File: config.mk
export PLATFORM = sky130hd
export DESIGN_NAME = sfcfe_top
export DESIGN_NICKNAME = d
export VERILOG_FILES = /design/src/sfcfe_pkg.sv /design/src/sfcfe_sync.sv /design/src/sfcfe_top.sv
export SDC_FILE = /design/constraint.sdc
export NUM_CORES = 1
export LEC_CHECK = 0
export BUFFER_PORTS_ARGS = -buffer_cell sky130_fd_sc_hd__buf_4
export CAP_MARGIN = 10
export CORE_ASPECT_RATIO = 0.5
export CORE_UTILIZATION = 55
export CTS_CLUSTER_DIAMETER = 60
export DETAILED_ROUTE_END_ITERATION = 12
export PLACE_DENSITY = 0.76
export SETUP_SLACK_MARGIN = 0.02
export SLEW_MARGIN = 0
export SYNTH_ARGS = -nofsm -noshare
export SYNTH_HDL_FRONTEND = slang
export SYNTH_HIERARCHICAL = 1
export SYNTH_SLANG_ARGS = --single-unit
File: constraint.sdc
create_clock -name clk -period 3.8 [get_ports clk]
set_input_delay 0.19 -clock clk [delete_from_list [all_inputs] [get_ports clk]]
set_output_delay 0.19 -clock clk [all_outputs]
set_load 0.01 [all_outputs]
File: src/sfcfe_pkg.sv
/*
 * sfcfe_pkg: opcodes, identity values, address map and byte counts for
 * the serial flash command front end. Assumes nothing of its surroundings.
 */
package sfcfe_pkg;
    // opcodes
    localparam logic [7:0] OP_LATCH_SET = 8'h06;
    localparam logic [7:0] OP_LATCH_CLEAR = 8'h04;
    localparam logic [7:0] OP_IDENT_READ = 8'h9F;
    localparam logic [7:0] OP_STATUS_FETCH = 8'h05;
    localparam logic [7:0] OP_STATUS_STORE = 8'h01;
    localparam logic [7:0] OP_READ = 8'h03;
    localparam logic [7:0] OP_FAST_READ = 8'h0B;
    localparam logic [7:0] OP_SECTOR_WIPE = 8'h20;
    localparam logic [7:0] OP_BLOCK_WIPE_A = 8'h52;
    localparam logic [7:0] OP_BLOCK_WIPE_B = 8'hD8;
    localparam logic [7:0] OP_CHIP_WIPE_A = 8'h60;
    localparam logic [7:0] OP_CHIP_WIPE_B = 8'hC7;
    localparam logic [7:0] OP_PAGE_WRITE = 8'h02;
    localparam logic [7:0] OP_SLEEP_ENTER = 8'hB9;
    localparam logic [7:0] OP_SLEEP_EXIT = 8'hAB;
    localparam logic [7:0] OP_MAKER_PART = 8'h90;
    // identity values: arbitrary neutral values
    localparam logic [7:0] MAKER_CODE = 8'h5A;
    localparam logic [7:0] PART_TYPE = 8'h11;
    localparam logic [7:0] PART_CODE = 8'h22;
    localparam logic [7:0] SIGNATURE = 8'h33;
    // address map
    localparam logic [23:0] ADDR_LAST = 24'h1F_FFFF;
    localparam int SECTOR_LSB = 12;
    localparam int BLOCK_LSB = 16;
    // frame byte counts (opcode is byte 1) and maker-first selector value
    localparam logic [15:0] BYTE_ADDR_END = 16'h0004;
    localparam logic [15:0] BYTE_FAST_DUMMY = 16'h0005;
    localparam logic [7:0] SEL_MAKER_FIRST = 8'h00;
    // actions
    typedef enum logic [3:0] {
        SF_ACT_NONE, SF_ACT_LATCH_SET, SF_ACT_LATCH_CLEAR, SF_ACT_STATUS_STORE,
        SF_ACT_SECTOR_WIPE, SF_ACT_BLOCK_WIPE, SF_ACT_CHIP_WIPE, SF_ACT_PAGE_WRITE,
        SF_ACT_SLEEP_ENTER, SF_ACT_SLEEP_EXIT
    } sfcfe_act_t;
endpackage : sfcfe_pkg

File: src/sfcfe_sync.sv
/*
 * sfcfe_sync: two flip-flop synchroniser for one pin level.
 * Assumes the pin is asynchronous to clk.
 */
`timescale 1ns/1ps
module sfcfe_sync #(
    parameter logic RST_VAL = 1'b0
) (
    // clock and reset
    input wire logic clk,
    input wire logic nrst,
    // level
    input wire logic pin,
    output logic level
);
    logic meta_q;
    logic meta_d;
    logic level_q;
    logic level_d;

    always_comb begin
        meta_d = pin;
        level_d = meta_q;
    end

    always_ff @(posedge clk) begin
        if (!nrst) begin
            meta_q <= RST_VAL;
            level_q <= RST_VAL;
        end else begin
            meta_q <= meta_d;
            level_q <= level_d;
        end
    end

    assign level = level_q;
endmodule : sfcfe_sync

File: src/sfcfe_top.sv
/*
 * sfcfe_top: serial command front end of a serial flash. Samples the
 * host's pins on clk, decodes commands, drives the data output and
 * issues one-cycle action pulses to the array side.
 * Assumes clk runs much faster than the serial clock (at least 4x).
 */
`timescale 1ns/1ps
// How it works
// - pause stops only serial shifting; array busy work is untouched
// - pause begins on pause-low while select low, once serial clock is low
// - pause ends on pause-high, deferred until serial clock is low
// - while paused, output released and data and clock ignored
// - select rising during pause abandons the command
// - 06h sets write latch, 04h clears it; single byte only
// - 20h sector wipe, 52h/D8h block wipe, 60h/C7h chip wipe
// - 02h with address and data starts page write
// - B9h sleeps, ABh alone wakes, ABh plus dummies shifts signature without waking
// - 90h with selector 00h gives maker first, 01h part first
// - sample input on rising edge, change output on falling edge
// - write-type commands run only if select rises on byte boundary
// - unknown opcode: standby with output released until next frame
// - write latch clears on completion of write-type commands
module sfcfe_top
    import sfcfe_pkg::*;
(
    // clock and reset
    input wire logic clk,
    input wire logic nrst,
    // serial pins from host
    input wire logic cs_n,
    input wire logic sclk,
    input wire logic mosi,
    input wire logic hold_n,
    // serial data out
    output logic miso_o,
    output logic miso_oe,
    // array side
    input wire logic array_busy,
    input wire logic [7:0] array_rdata,
    output logic [3:0] act_o,
    output logic act_stb,
    output logic [23:0] act_addr,
    output logic [7:0] act_data,
    output logic act_data_stb,
    output logic [7:0] status_o,
    output logic write_permit_latch,
    output logic sleep_o
);
    logic cs_n_s, sclk_s, mosi_s, hold_n_s;
    sfcfe_sync #(.RST_VAL(1'b1)) u_cs (.clk(clk), .nrst(nrst), .pin(cs_n), .level(cs_n_s));
    sfcfe_sync #(.RST_VAL(1'b0)) u_ck (.clk(clk), .nrst(nrst), .pin(sclk), .level(sclk_s));
    sfcfe_sync #(.RST_VAL(1'b0)) u_si (.clk(clk), .nrst(nrst), .pin(mosi), .level(mosi_s));
    sfcfe_sync #(.RST_VAL(1'b1)) u_ho (.clk(clk), .nrst(nrst), .pin(hold_n), .level(hold_n_s));

    logic sclk_q, sclk_d, cs_q, cs_d, pause_q, pause_d, standby_q, standby_d;
    logic [2:0] bit_q, bit_d;
    logic [15:0] byte_q, byte_d;
    logic [7:0] sh_q, sh_d, op_q, op_d, out_q, out_d, sel_q, sel_d;
    logic [23:0] addr_q, addr_d;
    logic wel_q, wel_d, sleep_q, sleep_d, miso_q, miso_d, oe_q, oe_d;
    logic en_q, en_d;
    logic [7:0] stat_q, stat_d;
    logic [3:0] act_q, act_d;
    logic act_stb_q, act_stb_d, dstb_q, dstb_d;
    logic [7:0] dat_q, dat_d;
    logic [23:0] aout_q, aout_d;
    logic [7:0] byte_in;
    logic rise, fall, cs_rise, cs_fall, live, known;
    sfcfe_act_t act;

    always_comb begin
        rise = sclk_s && !sclk_q;
        fall = !sclk_s && sclk_q;
        cs_rise = cs_n_s && !cs_q;
        cs_fall = !cs_n_s && cs_q;
        live = !cs_n_s && !pause_q && !standby_q;
        byte_in = {sh_q[6:0], mosi_s};
        unique case (op_q)
            OP_LATCH_SET, OP_LATCH_CLEAR, OP_IDENT_READ, OP_STATUS_FETCH, OP_STATUS_STORE,
            OP_READ, OP_FAST_READ, OP_SECTOR_WIPE, OP_BLOCK_WIPE_A, OP_BLOCK_WIPE_B,
            OP_CHIP_WIPE_A, OP_CHIP_WIPE_B, OP_PAGE_WRITE, OP_SLEEP_ENTER, OP_SLEEP_EXIT,
            OP_MAKER_PART: known = 1'b1;
            default: known = 1'b0;
        endcase
        // action decided at select rise on a byte boundary: byte count exact, except page write which takes any count past the address
        act = SF_ACT_NONE;
        if (bit_q == 3'd0) begin
            unique case (op_q)
                OP_LATCH_SET: if (byte_q == 16'd1) act = SF_ACT_LATCH_SET;
                OP_LATCH_CLEAR: if (byte_q == 16'd1) act = SF_ACT_LATCH_CLEAR;
                OP_STATUS_STORE: if (byte_q == 16'd2 && wel_q) act = SF_ACT_STATUS_STORE;
                OP_SECTOR_WIPE: if (byte_q == BYTE_ADDR_END && wel_q) act = SF_ACT_SECTOR_WIPE;
                OP_BLOCK_WIPE_A, OP_BLOCK_WIPE_B:
                    if (byte_q == BYTE_ADDR_END && wel_q) act = SF_ACT_BLOCK_WIPE;
                OP_CHIP_WIPE_A, OP_CHIP_WIPE_B:
                    if (byte_q == 16'd1 && wel_q) act = SF_ACT_CHIP_WIPE;
                OP_PAGE_WRITE:
                    if (byte_q > BYTE_ADDR_END && wel_q) act = SF_ACT_PAGE_WRITE;
                OP_SLEEP_ENTER: if (byte_q == 16'd1) act = SF_ACT_SLEEP_ENTER;
                OP_SLEEP_EXIT: if (byte_q == 16'd1) act = SF_ACT_SLEEP_EXIT;
                default: act = SF_ACT_NONE;
            endcase
        end
    end

    always_comb begin
        sclk_d = sclk_s;
        cs_d = cs_n_s;
        pause_d = pause_q;
        standby_d = standby_q;
        bit_d = bit_q;
        byte_d = byte_q;
        sh_d = sh_q;
        op_d = op_q;
        sel_d = sel_q;
        addr_d = addr_q;
        out_d = out_q;
        wel_d = wel_q;
        sleep_d = sleep_q;
        stat_d = stat_q;
        miso_d = miso_q;
        oe_d = oe_q;
        act_d = act_q;
        act_stb_d = 1'b0;
        dstb_d = 1'b0;
        dat_d = dat_q;
        aout_d = aout_q;
        stat_d[0] = array_busy;
        stat_d[1] = wel_q;
        // pause clears while select is high, else only moves while serial clock is low
        if (cs_n_s) begin
            pause_d = 1'b0;
        end else if (!sclk_s) begin
            pause_d = !hold_n_s;
        end
        if (cs_fall) begin
            bit_d = 3'd0;
            byte_d = 16'd0;
            standby_d = 1'b0;
            op_d = 8'h00;
        end
        if (cs_rise) begin
            oe_d = 1'b0;
            // select rise while paused abandons the frame
            if (!pause_q && !standby_q && act != SF_ACT_NONE) begin
                act_d = act;
                act_stb_d = 1'b1;
                aout_d = addr_q & ADDR_LAST;
                unique case (act)
                    SF_ACT_LATCH_SET: wel_d = 1'b1;
                    SF_ACT_SLEEP_ENTER: sleep_d = 1'b1;
                    SF_ACT_SLEEP_EXIT: sleep_d = 1'b0;
                    SF_ACT_STATUS_STORE: begin
                        wel_d = 1'b0;
                        stat_d[7:2] = sel_q[7:2];
                    end
                    default: wel_d = 1'b0;
                endcase
            end
            bit_d = 3'd0;
            byte_d = 16'd0;
        end else if (live && rise) begin
            sh_d = byte_in;
            bit_d = bit_q + 3'd1;
            if (bit_q == 3'd7) begin
                byte_d = byte_q + 16'd1;
                if (byte_q == 16'd0) begin
                    op_d = byte_in;
                end else if (byte_q < BYTE_ADDR_END) begin
                    addr_d = {addr_q[15:0], byte_in};
                end else if (op_q == OP_PAGE_WRITE) begin
                    dat_d = byte_in;
                    dstb_d = 1'b1;
                end
                if (byte_q == 16'd1 || byte_q == BYTE_ADDR_END - 16'd1) begin
                    sel_d = byte_in;
                end
            end
        end else if (live && fall) begin
            if (byte_q == 16'd1 && bit_q == 3'd0 && !known) begin
                standby_d = 1'b1;
                oe_d = 1'b0;
            end else if (bit_q == 3'd0) begin
                oe_d = 1'b1;
                unique case (op_q)
                    OP_IDENT_READ: out_d = (byte_q == 16'd1) ? MAKER_CODE :
                        ((byte_q == 16'd2) ? PART_TYPE : PART_CODE);
                    OP_STATUS_FETCH: out_d = stat_q;
                    OP_READ: out_d = (byte_q >= BYTE_ADDR_END) ? array_rdata : 8'h00;
                    OP_FAST_READ: out_d = (byte_q >= BYTE_FAST_DUMMY) ? array_rdata : 8'h00;
                    OP_SLEEP_EXIT: out_d = (byte_q >= BYTE_ADDR_END) ? SIGNATURE : 8'h00;
                    OP_MAKER_PART: out_d = ((byte_q[0] == 1'b0) == (sel_q == SEL_MAKER_FIRST))
                        ? MAKER_CODE : PART_CODE;
                    default: begin
                        out_d = 8'h00;
                        oe_d = 1'b0;
                    end
                endcase
                // only drive in the data phase of each output command
                if ((op_q == OP_READ || op_q == OP_SLEEP_EXIT || op_q == OP_MAKER_PART)
                        && byte_q < BYTE_ADDR_END) oe_d = 1'b0;
                if (op_q == OP_FAST_READ && byte_q < BYTE_FAST_DUMMY) oe_d = 1'b0;
                if (byte_q == 16'd0) oe_d = 1'b0;
                miso_d = out_d[7];
                out_d = {out_d[6:0], 1'b0};
            end else begin
                miso_d = out_q[7];
                out_d = {out_q[6:0], 1'b0};
            end
        end
        if (standby_q || cs_n_s) oe_d = 1'b0;
        // drive intent survives a pause, so output resumes mid-byte
        en_d = oe_d && !pause_q;
    end

    always_ff @(posedge clk) begin
        if (!nrst) begin
            sclk_q <= 1'b0;
            cs_q <= 1'b1;
            pause_q <= 1'b0;
            standby_q <= 1'b0;
            bit_q <= 3'd0;
            byte_q <= 16'd0;
            sh_q <= 8'h00;
            op_q <= 8'h00;
            sel_q <= 8'h00;
            addr_q <= 24'h00_0000;
            out_q <= 8'h00;
            wel_q <= 1'b0;
            sleep_q <= 1'b0;
            stat_q <= 8'h00;
            miso_q <= 1'b0;
            oe_q <= 1'b0;
            en_q <= 1'b0;
            act_q <= 4'h0;
            act_stb_q <= 1'b0;
            dstb_q <= 1'b0;
            dat_q <= 8'h00;
            aout_q <= 24'h00_0000;
        end else begin
            sclk_q <= sclk_d;
            cs_q <= cs_d;
            pause_q <= pause_d;
            standby_q <= standby_d;
            bit_q <= bit_d;
            byte_q <= byte_d;
            sh_q <= sh_d;
            op_q <= op_d;
            sel_q <= sel_d;
            addr_q <= addr_d;
            out_q <= out_d;
            wel_q <= wel_d;
            sleep_q <= sleep_d;
            stat_q <= stat_d;
            miso_q <= miso_d;
            oe_q <= oe_d;
            en_q <= en_d;
            act_q <= act_d;
            act_stb_q <= act_stb_d;
            dstb_q <= dstb_d;
            dat_q <= dat_d;
            aout_q <= aout_d;
        end
    end

    assign miso_o = miso_q;
    assign miso_oe = en_q;
    assign act_o = act_q;
    assign act_stb = act_stb_q;
    assign act_addr = aout_q;
    assign act_data = dat_q;
    assign act_data_stb = dstb_q;
    assign status_o = stat_q;
    assign write_permit_latch = wel_q;
    assign sleep_o = sleep_q;

    a_pause_oe: assert property (@(posedge clk) disable iff (!nrst)
        pause_q |=> !miso_oe) else $error("output driven while paused");
    a_pause_start: assert property (@(posedge clk) disable iff (!nrst)
        (!cs_n_s && !sclk_s && !hold_n_s) |=> pause_q) else $error("pause not begun");
    a_pause_hold: assert property (@(posedge clk) disable iff (!nrst)
        (pause_q && sclk_s && !cs_n_s) |=> pause_q) else $error("pause ended on high clock");
    a_pause_count: assert property (@(posedge clk) disable iff (!nrst)
        (pause_q && !cs_rise && !cs_fall) |=> $stable(bit_q)) else $error("bits moved in pause");
    a_abandon: assert property (@(posedge clk) disable iff (!nrst)
        (cs_rise && pause_q) |=> !act_stb) else $error("paused command ran");
    a_latch_set: assert property (@(posedge clk) disable iff (!nrst)
        (act_stb && act_o == 4'(SF_ACT_LATCH_SET)) |-> wel_q) else $error("latch not set");
    a_latch_clr: assert property (@(posedge clk) disable iff (!nrst)
        (act_stb && act_o != 4'(SF_ACT_LATCH_SET) && act_o != 4'(SF_ACT_SLEEP_ENTER)
        && act_o != 4'(SF_ACT_SLEEP_EXIT)) |-> !wel_q) else $error("latch not cleared");
    a_boundary: assert property (@(posedge clk) disable iff (!nrst)
        (cs_rise && bit_q != 3'd0) |=> !act_stb) else $error("partial byte ran");
    a_standby: assert property (@(posedge clk) disable iff (!nrst)
        standby_q |=> !miso_oe) else $error("standby drives output");
    a_addr_span: assert property (@(posedge clk) disable iff (!nrst)
        act_stb |-> act_addr <= ADDR_LAST) else $error("address beyond span");
endmodule : sfcfe_top

== Word-level counts from Yosys, hierarchy flattened ==
Cells that the tools add are included.

* Register bits: 131
* Input bits: 15

* Add/subtract/negate cells: 2
* $lt $le $gt $ge: 5
* Eq/ne operators: 26
* Multiplexer cells: 50
* Bitwise logic cells: 9
* Reduce and logical (&&, ||, !) cells: 55

{| class="wikitable"
|+ Operator list
! cell !! count
|-
| $mux W8 || 8
|-
| $eq A8 B8 Y1 const B || 6
|-
| $mux W16 || 3
|-
| $pmux W8 S6 || 1
|-
| $pmux W4 S9 || 1
|-
| $eq A16 B2 Y1 const B || 2
|-
| $ge A16 B3 Y1 const B || 2
|-
| $lt A16 B3 Y1 const B || 2
|-
| $eq A8 B3 Y1 const B || 3
|-
| $mux W1 || 20
|-
| $logic_and A1 B1 Y1 || 19
|-
| $mux W3 || 6
|-
| $add A16 B1 Y16 const B || 1
|-
| $eq A16 B1 Y1 const B || 1
|-
| $eq A16 B3 Y1 const B || 1
|-
| $eq A8 B2 Y1 const B || 2
|-
| $eq A8 B7 Y1 const B || 2
|-
| $gt A16 B3 Y1 const B || 1
|-
| $logic_not A16 Y1 || 1
|-
| $reduce_or A16 Y1 || 1
|-
| $mux W7 || 2
|-
| $mux W4 || 3
|-
| $mux W6 || 2
|-
| $reduce_or A6 Y1 || 2
|-
| other kinds (24) || 55
|}

== Logic depth before layout (Yosys ltp) ==
Gate-level depths: netlist of run 1.

* Depth in word-level cells: 14
* Mapped depth: 12

== Hierarchy ==
The synthesis of run 1 kept the hierarchy.

{| class="wikitable"
|+ Modules (own cells, without submodules)
! module !! instances !! cells an instance !! area an instance (µm²) !! sequential area each (µm²)
|-
| sfcfe_top || 1 || 668 || 5,462.7 || 2,442.3
|-
| sfcfe_sync || 4 || 4 || 52.6 || 40.0
|}

== Worst setup path before layout of run 1 ==
Ideal clock, no wire load.

* Path type: flip-flop to flip-flop
* Start point: register op_q[4]
* End point: register stat_q[2], in the netlist status_o[2]
* Setup time: 0.128 ns
* Arrival: 2.473 ns
* Data required time: 3.672 ns
* Slack: 1.200 ns
* Cell stages (with the launch flop): 9
* Path buffers: 1
* Clock period less this slack: 2.600 ns
* Cell sequence: dfxtp_1 buf_6 or4_4 or3_4 nor4_4 nor3_2 nor4_4 mux2i_1 nor2_1

* Cells in the longest elaborated chain, start to end: 7
* Elaborated cells between the ends (all ways): 19
* Those cells by class: eq/ne (12); mux (2); reduce/logical (5)

{| class="wikitable"
|+ RTL lines
! element !! RTL line !! RTL
|-
| from (decl) || sfcfe_top.sv:58 || <nowiki>logic [7:0] sh_q, sh_d, op_q, op_d, out_q, out_d, sel_q, sel_d;</nowiki>
|-
| from (signal assigned) || sfcfe_top.sv:248 || <nowiki>op_q <= op_d;</nowiki>
|-
| $eq A8 B7 Y1 or $eq A8 B8 Y1 (tied branches) || sfcfe_top.sv:88 || <nowiki>unique case (op_q)</nowiki>
|-
| $reduce_or A2 Y1 || sfcfe_top.sv:88 ||
|-
| $pmux W4 S9 (*) || sfcfe_top.sv:88 ||
|-
| $mux W4 (*) || sfcfe_top.sv:87 || <nowiki>if (bit_q == 3'd0) begin</nowiki>
|-
| $reduce_bool A4 Y1 || sfcfe_top.sv:145 || <nowiki>if (!pause_q && !standby_q && act != SF_ACT_NONE) begin</nowiki>
|-
| $logic_and A1 B1 Y1 || sfcfe_top.sv:145 ||
|-
| $reduce_and A3 Y1 (no line) (*) || -- ||
|-
| to (signal assigned) || sfcfe_top.sv:254 || <nowiki>stat_q <= stat_d;</nowiki>
|-
| to (decl) || sfcfe_top.sv:62 || <nowiki>logic [7:0] stat_q, stat_d;</nowiki>
|}

Every way passes the cells marked *; elsewhere a longest branch is shown, timed or not.
A chain may end at the register's enable or synchronous reset.

== Final worst setup path of run 1 ==
* Start point: register op_q[4]
* End point: register aout_q[0], in the netlist act_addr[0]

* Cells in the longest elaborated chain, start to end: 7
* Elaborated cells between the ends (all ways): 18
* Those cells by class: eq/ne (11); mux (2); reduce/logical (5)

{| class="wikitable"
|+ RTL lines
! element !! RTL line !! RTL
|-
| $eq A8 B7 Y1 or $eq A8 B8 Y1 (tied branches) || sfcfe_top.sv:88 ||
|-
| $reduce_or A2 Y1 || sfcfe_top.sv:88 ||
|-
| $pmux W4 S9 (*) || sfcfe_top.sv:88 ||
|-
| $mux W4 (*) || sfcfe_top.sv:87 ||
|-
| $reduce_bool A4 Y1 (*) || sfcfe_top.sv:145 ||
|-
| $logic_and A1 B1 Y1 (*) || sfcfe_top.sv:145 ||
|-
| $reduce_and A2 Y1 (no line) (*) || -- ||
|-
| to (signal assigned) || sfcfe_top.sv:262 || <nowiki>aout_q <= aout_d;</nowiki>
|-
| to (decl) || sfcfe_top.sv:66 || <nowiki>logic [23:0] aout_q, aout_d;</nowiki>
|}

Marks and branches as above.

==> metrics, run 1 <==
Max Slew Vio Count 0; critical path cell sequence or4_4 > or3_4 > nor4_4 > nor3_2 > a21oi_2 > buf_4 > o21ai_0 > a21oi_1; top cell type's share of synthesized area 45.88%; Worst path slowest cell or4_4; Tcrit/Tclk final 78.13%; TritonCTS buffer count 17; Top delay family on crit path simple AND/OR/NAND/NOR gates; vias per inst roughly 5.7; Syn. warnings 6; Data arrival, critical path 3310 ps; Rows 25; Placeable Area 0.009728 mm^2; area growth from synthesis to layout 20.18%; Required @ worst endpoint 4140 ps; Worst-Margin Slew 888.8 ps; Placement Setup Slack approximately 910 ps; Top FF cell, synth dfxtp_1; DRT Pass-1 Iters 6; vias after detailed routing around 5.0k; worst-case clock buffer depth 2; CP max stage delay just under 600 ps; Root Driver clkbuf_16; Ant. Diodes 0; EDFF count, synth 0; FILL cells 781; #FFs+latches synth 130; Syn Inst Count 684; Routed Antenna Nets 0; H-tree levels 4; unrepaired setup endpoints after global routing no; WL/cell between 15 and 20 um; hold crit path type in -> reg; ratio of cells with drive above 1 in the final layout 15.05%; setup slack after layout 831.1 ps; CTS tree built; Bufs and invs on worst path 1; Setup-failing EPs final 0; post-cts resize count 0; Starting DRT DRC Count 369; largest net degree at the start of global routing between 50 and 60; later-pin clock latency in the skew report 430 ps; final core occ 70.08%; Synth cell types 64; Synth area leader dfxtp_1; # DRC 0; io pins 65; post-route cell area between 0.006 and 0.007 mm^2; Cell Area, Placed about 0.006 mm^2; pwr/cell area between 400 and 500 mW/mm^2; CP startpoint kind flip-flop; Slew headroom around 41%; Setup Skew 14.21 ps; Setup CP Type reg -> reg; register area share after synthesis 45.88%; setup TNS 0 ps; fin crit period roughly 3000 ps; Mean Syn Cell Area 8.294 um^2; most common library cells after synthesis dfxtp_1 (130), nand2_1 (110), a21oi_1 (75); status completed; Nets 754; Post-Route WL 14,290 um; I/O Buffers 61; initial antenna violation count 0; Worst Path Max Fanout 15; CP Capture Type flip-flop; Die Width approximately 150 um; VDD IR max 0.0003285 V; vias in the first global route around 4.6k; first-pass GRT wire length 23,310 um; Synth area leaders dfxtp_1 (46%), nand2_1 (7.3%), a21oi_1 (6.6%), nand3_1 (4.7%), mux2i_1 (4.2%); die area roughly 0.011 mm^2; CTS Sinks 130; FFs w/ async S/R, synth 0%; Hold Violations, Final 0; clock slew at reported path FFs 60 ps; Final GP Congestion 0.9017; Global Route Usage Sum 27.97%; Die Ht 73.82 um; most common cell in the netlist dfxtp_1; Post-DP HPWL 9457 um; synthesized cell area between 0.005 and 0.006 mm^2; Lkg Pwr roughly 0.0025 uW; f_max 0.3368 GHz; Overflow after GRT 0; Initial Util 58.32%; Max Cap Viol 0
## state kept, by name (all words and copies together), names as in the netlist, 3 cells and up
name,flops
act_addr,21
addr_q,21
byte_q,16
act_data,8
op_q,8
sel_q,8
status_o,8
out_q,7
sh_q,7
act_o,4
bit_q,3
## area by class of cell
type / instances / area (um^2) / area share (%)
multi-input cells: 500 / 2836 / 41.60
flip-flops and latches: 130 / 2603 / 38.17
repair buffers: 72 / 553.0 / 8.112
clock buffers: 17 / 425.4 / 6.240
clock inverters: 15 / 193.9 / 2.845
well taps: 135 / 168.9 / 2.478
inverters: 10 / 37.54 / 0.5506
## cell families after synthesis
kind of cell	synth area share, %
AO/OA/AOI/OAI	14.80
buffers and inverters	4.257
flip-flops	45.88
multiplexers	4.433
XOR/XNOR	1.698
AND/OR/NAND/NOR	27.11
adder cells (fa/ha/maj)	1.765
other	0.06610
## worst reg2reg max path, delay by kind of cell, from the launching register on
| kind | cells | cell delay [ps] |
|---|---|---|
| buffers and inverters | 1 | 300 |
| AO/OA/AOI/OAI | 3 | 730 |
| flip-flops | 1 | 390 |
| AND/OR/NAND/NOR | 4 | 1460 |
## per-stage QoR
stage / hold slack (ps) / cells / power (uW)
after floorplan: 263.0 / 686 / 1432
after global placement: 376.4 / 842 / 1452
after detailed placement: 381.3 / 842 / 1452
after CTS: 76.29 / 879 / 3157
after global routing: 88.20 / 879 / 3229
final: 82.27 / 879 / 3141
## power by group
group | switching, uW | internal (uW)
clock | 662 | 1050
combinational | 35.8 | 19.8
sequential | 3.47 | 1370
total | 702 | 2440
## placed cells by master (no fill, tap or decap), types with 6 or more instances in the layout
| cell | count |
|---|---|
| a21oi_1 | 75 |
| o21ai_0 | 31 |
| and2_1 | 9 |
| nand2b_1 | 12 |
| nand2_1 | 110 |
| nor2_1 | 57 |
| dfxtp_1 | 130 |
| a31oi_1 | 8 |
| clkbuf_16 | 17 |
| xor2_1 | 6 |
| nor3_1 | 9 |
| nand4_1 | 7 |
| nor2b_1 | 6 |
| mux2i_1 | 24 |
| ha_1 | 8 |
| nor4_1 | 7 |
| buf_4 | 67 |
| inv_1 | 9 |
| nand3_1 | 53 |
## metal layers
layer | up-vias | global-route usage, % | part of all wire [%]
li1 | 2479 | - | -
met1 | 2374 | 37.26 | 48
met2 | 169 | 45.46 | 45
met3 | 15 | 7.143 | 6.2
met4 | 0 | 7.836 | 0.78
met5 | - | 0 | 0
## final timing paths
path,slack [ps],from,end,depth (start not counted)
max,830,op_q[4],act_addr[0],8
min,80,nrst,u_ho/level,2
max reg2reg,830,op_q[4],act_addr[0],8
min reg2reg,410,u_cs/level_d,u_cs/level,1
## repair_timing
item	in CTS	in global routing
endpoints found under the hold margin	5	0
hold buffers	5	0
buffers inserted	0	0
Note: power is estimated with default switching activity, not from simulation.
==> inputs of run 2 (changes only) <==
--- a/config.mk
+++ b/config.mk
@@ -5,13 +5,14 @@
 export SDC_FILE = /design/constraint.sdc
 export NUM_CORES = 1
 export LEC_CHECK = 0
+export ABC_AREA = 1
 export BUFFER_PORTS_ARGS = -buffer_cell sky130_fd_sc_hd__buf_4
 export CAP_MARGIN = 10
 export CORE_ASPECT_RATIO = 0.5
 export CORE_UTILIZATION = 55
 export CTS_CLUSTER_DIAMETER = 60
 export DETAILED_ROUTE_END_ITERATION = 12
-export PLACE_DENSITY = 0.76
+export PLACE_DENSITY = 0.75
 export SETUP_SLACK_MARGIN = 0.02
 export SLEW_MARGIN = 0
 export SYNTH_ARGS = -nofsm -noshare
==> constraint.sdc (replaced) <==
create_clock -name clk -period 2.98 [get_ports clk]
set_input_delay 0.149 -clock clk [delete_from_list [all_inputs] [get_ports clk]]
set_output_delay 0.149 -clock clk [all_outputs]
set_load 0.01 [all_outputs]
==> run 2 against run 1 <==
  * Synthesized area is 7.1% higher
  * Final cell count rose by 20%
  * Clock skew is 0.78 ps higher
  * Sequential share of layout area shrank 2.1 points
  * Largest cell class unchanged
  * Highest routed layer unchanged
==> metrics, run 2 <==
fin cells approximately 1.1k; f_max roughly 0.41 GHz; CP startpoint kind flip-flop; io pins 65; post-cts resize count 0; Overflow after GRT 0; vias after detailed routing 5,473; vias per inst 5.168; EDFF count, synth 0; commonest cells after routing, fill and taps aside nand2_1 (135), dfxtp_1 (130), inv_1 (122); Hold Path Sink out_q[7]; Data arrival, critical path 2680 ps; Die Width 150.6 um; Post-DP HPWL 10,320 um; ratio of cells with drive above 1 in the final layout 16.54%; hold crit path type in -> reg; hold path depth 5; Placeable Area 0.01048 mm^2; FFs w/ async S/R, synth 0%; commonest non-fill, non-tap cell in the layout nand2_1; die area 0.01150 mm^2; Rows 26; Worst R2R Path Depth 8; most common library cells after synthesis nand2_1 (135), dfxtp_1 (130), inv_1 (122); top cell type's share of synthesized area 42.83%; Hold Buf Count CTS 5; Worst R2R Start pause_q; footprint of the multi-input gates 0.002790 mm^2; initial antenna violation count 0; Cell Area, Placed 0.006564 mm^2; Setup Skew around 15 ps; WL/cell 13.82 um; largest net degree at the start of global routing 89; Lkg Pwr 0.003114 uW; Setup CP Type reg -> reg; status completed; Initial Util between 50% and 60%; Worst Path Max Fanout 16; Hold Path Origin array_rdata[6]; most common cell in the netlist nand2_1; vias in the first global route between 5k and 6k; I/O Buffers 61; TritonCTS buffer count 17; unrepaired setup endpoints after global routing no; Routed Antenna Nets 0; FILL cells 917; first-pass GRT wire length between 20,000 and 25,000 um; Max Cap Viol 0; Root Driver clkbuf_16; later-pin clock latency in the skew report approximately 430 ps; area growth from synthesis to layout 18.62%; setup TNS 0 ps; Synth cell types between 50 and 60; Synth area leader dfxtp_1; Slew headroom 26.56%; placed cells about 1.0k; Die Ht between 70 and 80 um; Starting DRT DRC Count 320; register area share after synthesis 42.83%; Final GP Congestion 0.9423; # DRC 0; worst-case clock buffer depth 2; post-route cell area 0.007207 mm^2; Reg area 0.002603 mm^2; pwr/cell area 546.7 mW/mm^2; synthesized cell area 0.006076 mm^2; Synth area leaders dfxtp_1 (43%), nand2_1 (8.3%), inv_1 (7.5%), nor2_1 (6.7%), a21oi_1 (6.5%); CTS tree built; CTS Sinks 130; fin crit period around 2400 ps; Global Route Usage Sum between 20% and 30%; VDD IR max around 0.00037 V; Ant. Diodes 0; #FFs+latches synth 130; biggest regs act_addr (21), addr_q (21), byte_q (16); R2R Path End sel_q[3]; CP Capture Type flip-flop; reg2reg setup slack between 500 and 600 ps; Worst-Margin Slew 1097 ps; Tcrit/Tclk final 80.89%; Max Slew Vio Count 0; H-tree levels 4; Syn. warnings 6; post-CTS setup repair buffer count 0; clock slew at reported path FFs 60 ps; Nets 929; Hold Violations, Final 0; Post-Route WL around 15,000 um; Required @ worst endpoint 3250 ps; Setup-failing EPs final 0; Mean Syn Cell Area 7.182 um^2; DRT Pass-1 Iters 5; Top FF cell, synth dfxtp_1; Syn Inst Count 846
==> run 2: power by group <==
part | leakage (uW) | total (uW) | switching, uW | internal [uW]
Sequential | 0.00105 | 1750 | 4.68 | 1750
Combinational | 0.00177 | 94.6 | 60.1 | 34.5
Clock | 0.000291 | 2100 | 902 | 1190
==> run 2: layout make-up <==
type / count / share of cell area, %
multi-input combinational: 555 / 38.72
sequential: 130 / 36.11
timing repair buffer: 71 / 7.569
inverter: 131 / 6.944
clock buffer: 17 / 5.903
tap: 140 / 2.431
clock inverter: 15 / 2.326
==> run 2: critical path, cell delays in order, from the launching register on <==
cell and delay (ps):
dfxtp_1 360, nor2_1 180, nand4_2 110, inv_1 150
nand2_2 230, inv_1 310, o211ai_1 490, o21ai_0 360
a21oi_1 60
==> run 2: routing by layer <==
metal	global-route usage (%)	share of wire, %	wire [um]	up-vias
met5	0	0	0	-
met4	9.600	0.99	145	0
met3	5.988	5.7	837	16
met2	42.63	45	6548	156
met1	38.26	49	7108	2473
li1	-	-	-	2828
==> run 2: through the flow <==
stage                     setup WS, ps  total power [uW]  utilization, %  hold WS [ps]
after global routing             261.0              4070           68.80         130.2
after global placement           610.2              1876           62.66         321.2
final                            569.6              3940           68.80         108.5
after CTS                        583.5              3958           68.80         90.69
after detailed placement         609.5              1877           62.66         328.3
after floorplan                   1042              1846               -         217.7
==> run 2: cells by family (layout without fill, tap and decap cells) <==
group	count (synthesis)	count (layout)	share of synthesized area [%]
simple gates	351	351	26.81
compound gates	191	191	16.85
buf+inv	163	234	11.51
flops	130	130	42.83
fa+ha+maj	8	8	1.648
xor+xnor	2	2	0.2884
other cells	1	3	0.06172
==> run 2: worst max-delay path by stage <==
stage	startpoint	slack [ps]	end	cells after the start
2_1_floorplan	byte_q[0]	1040	act_addr[15]	15
3_5_place_dp	pause_q	610	sel_q[5]	8
4_1_cts	pause_q	580	sel_q[5]	8
5_1_grt	pause_q	260	sel_q[3]	8
3_3_place_gp	pause_q	610	sel_q[3]	8
6_report	pause_q	570	sel_q[3]	8
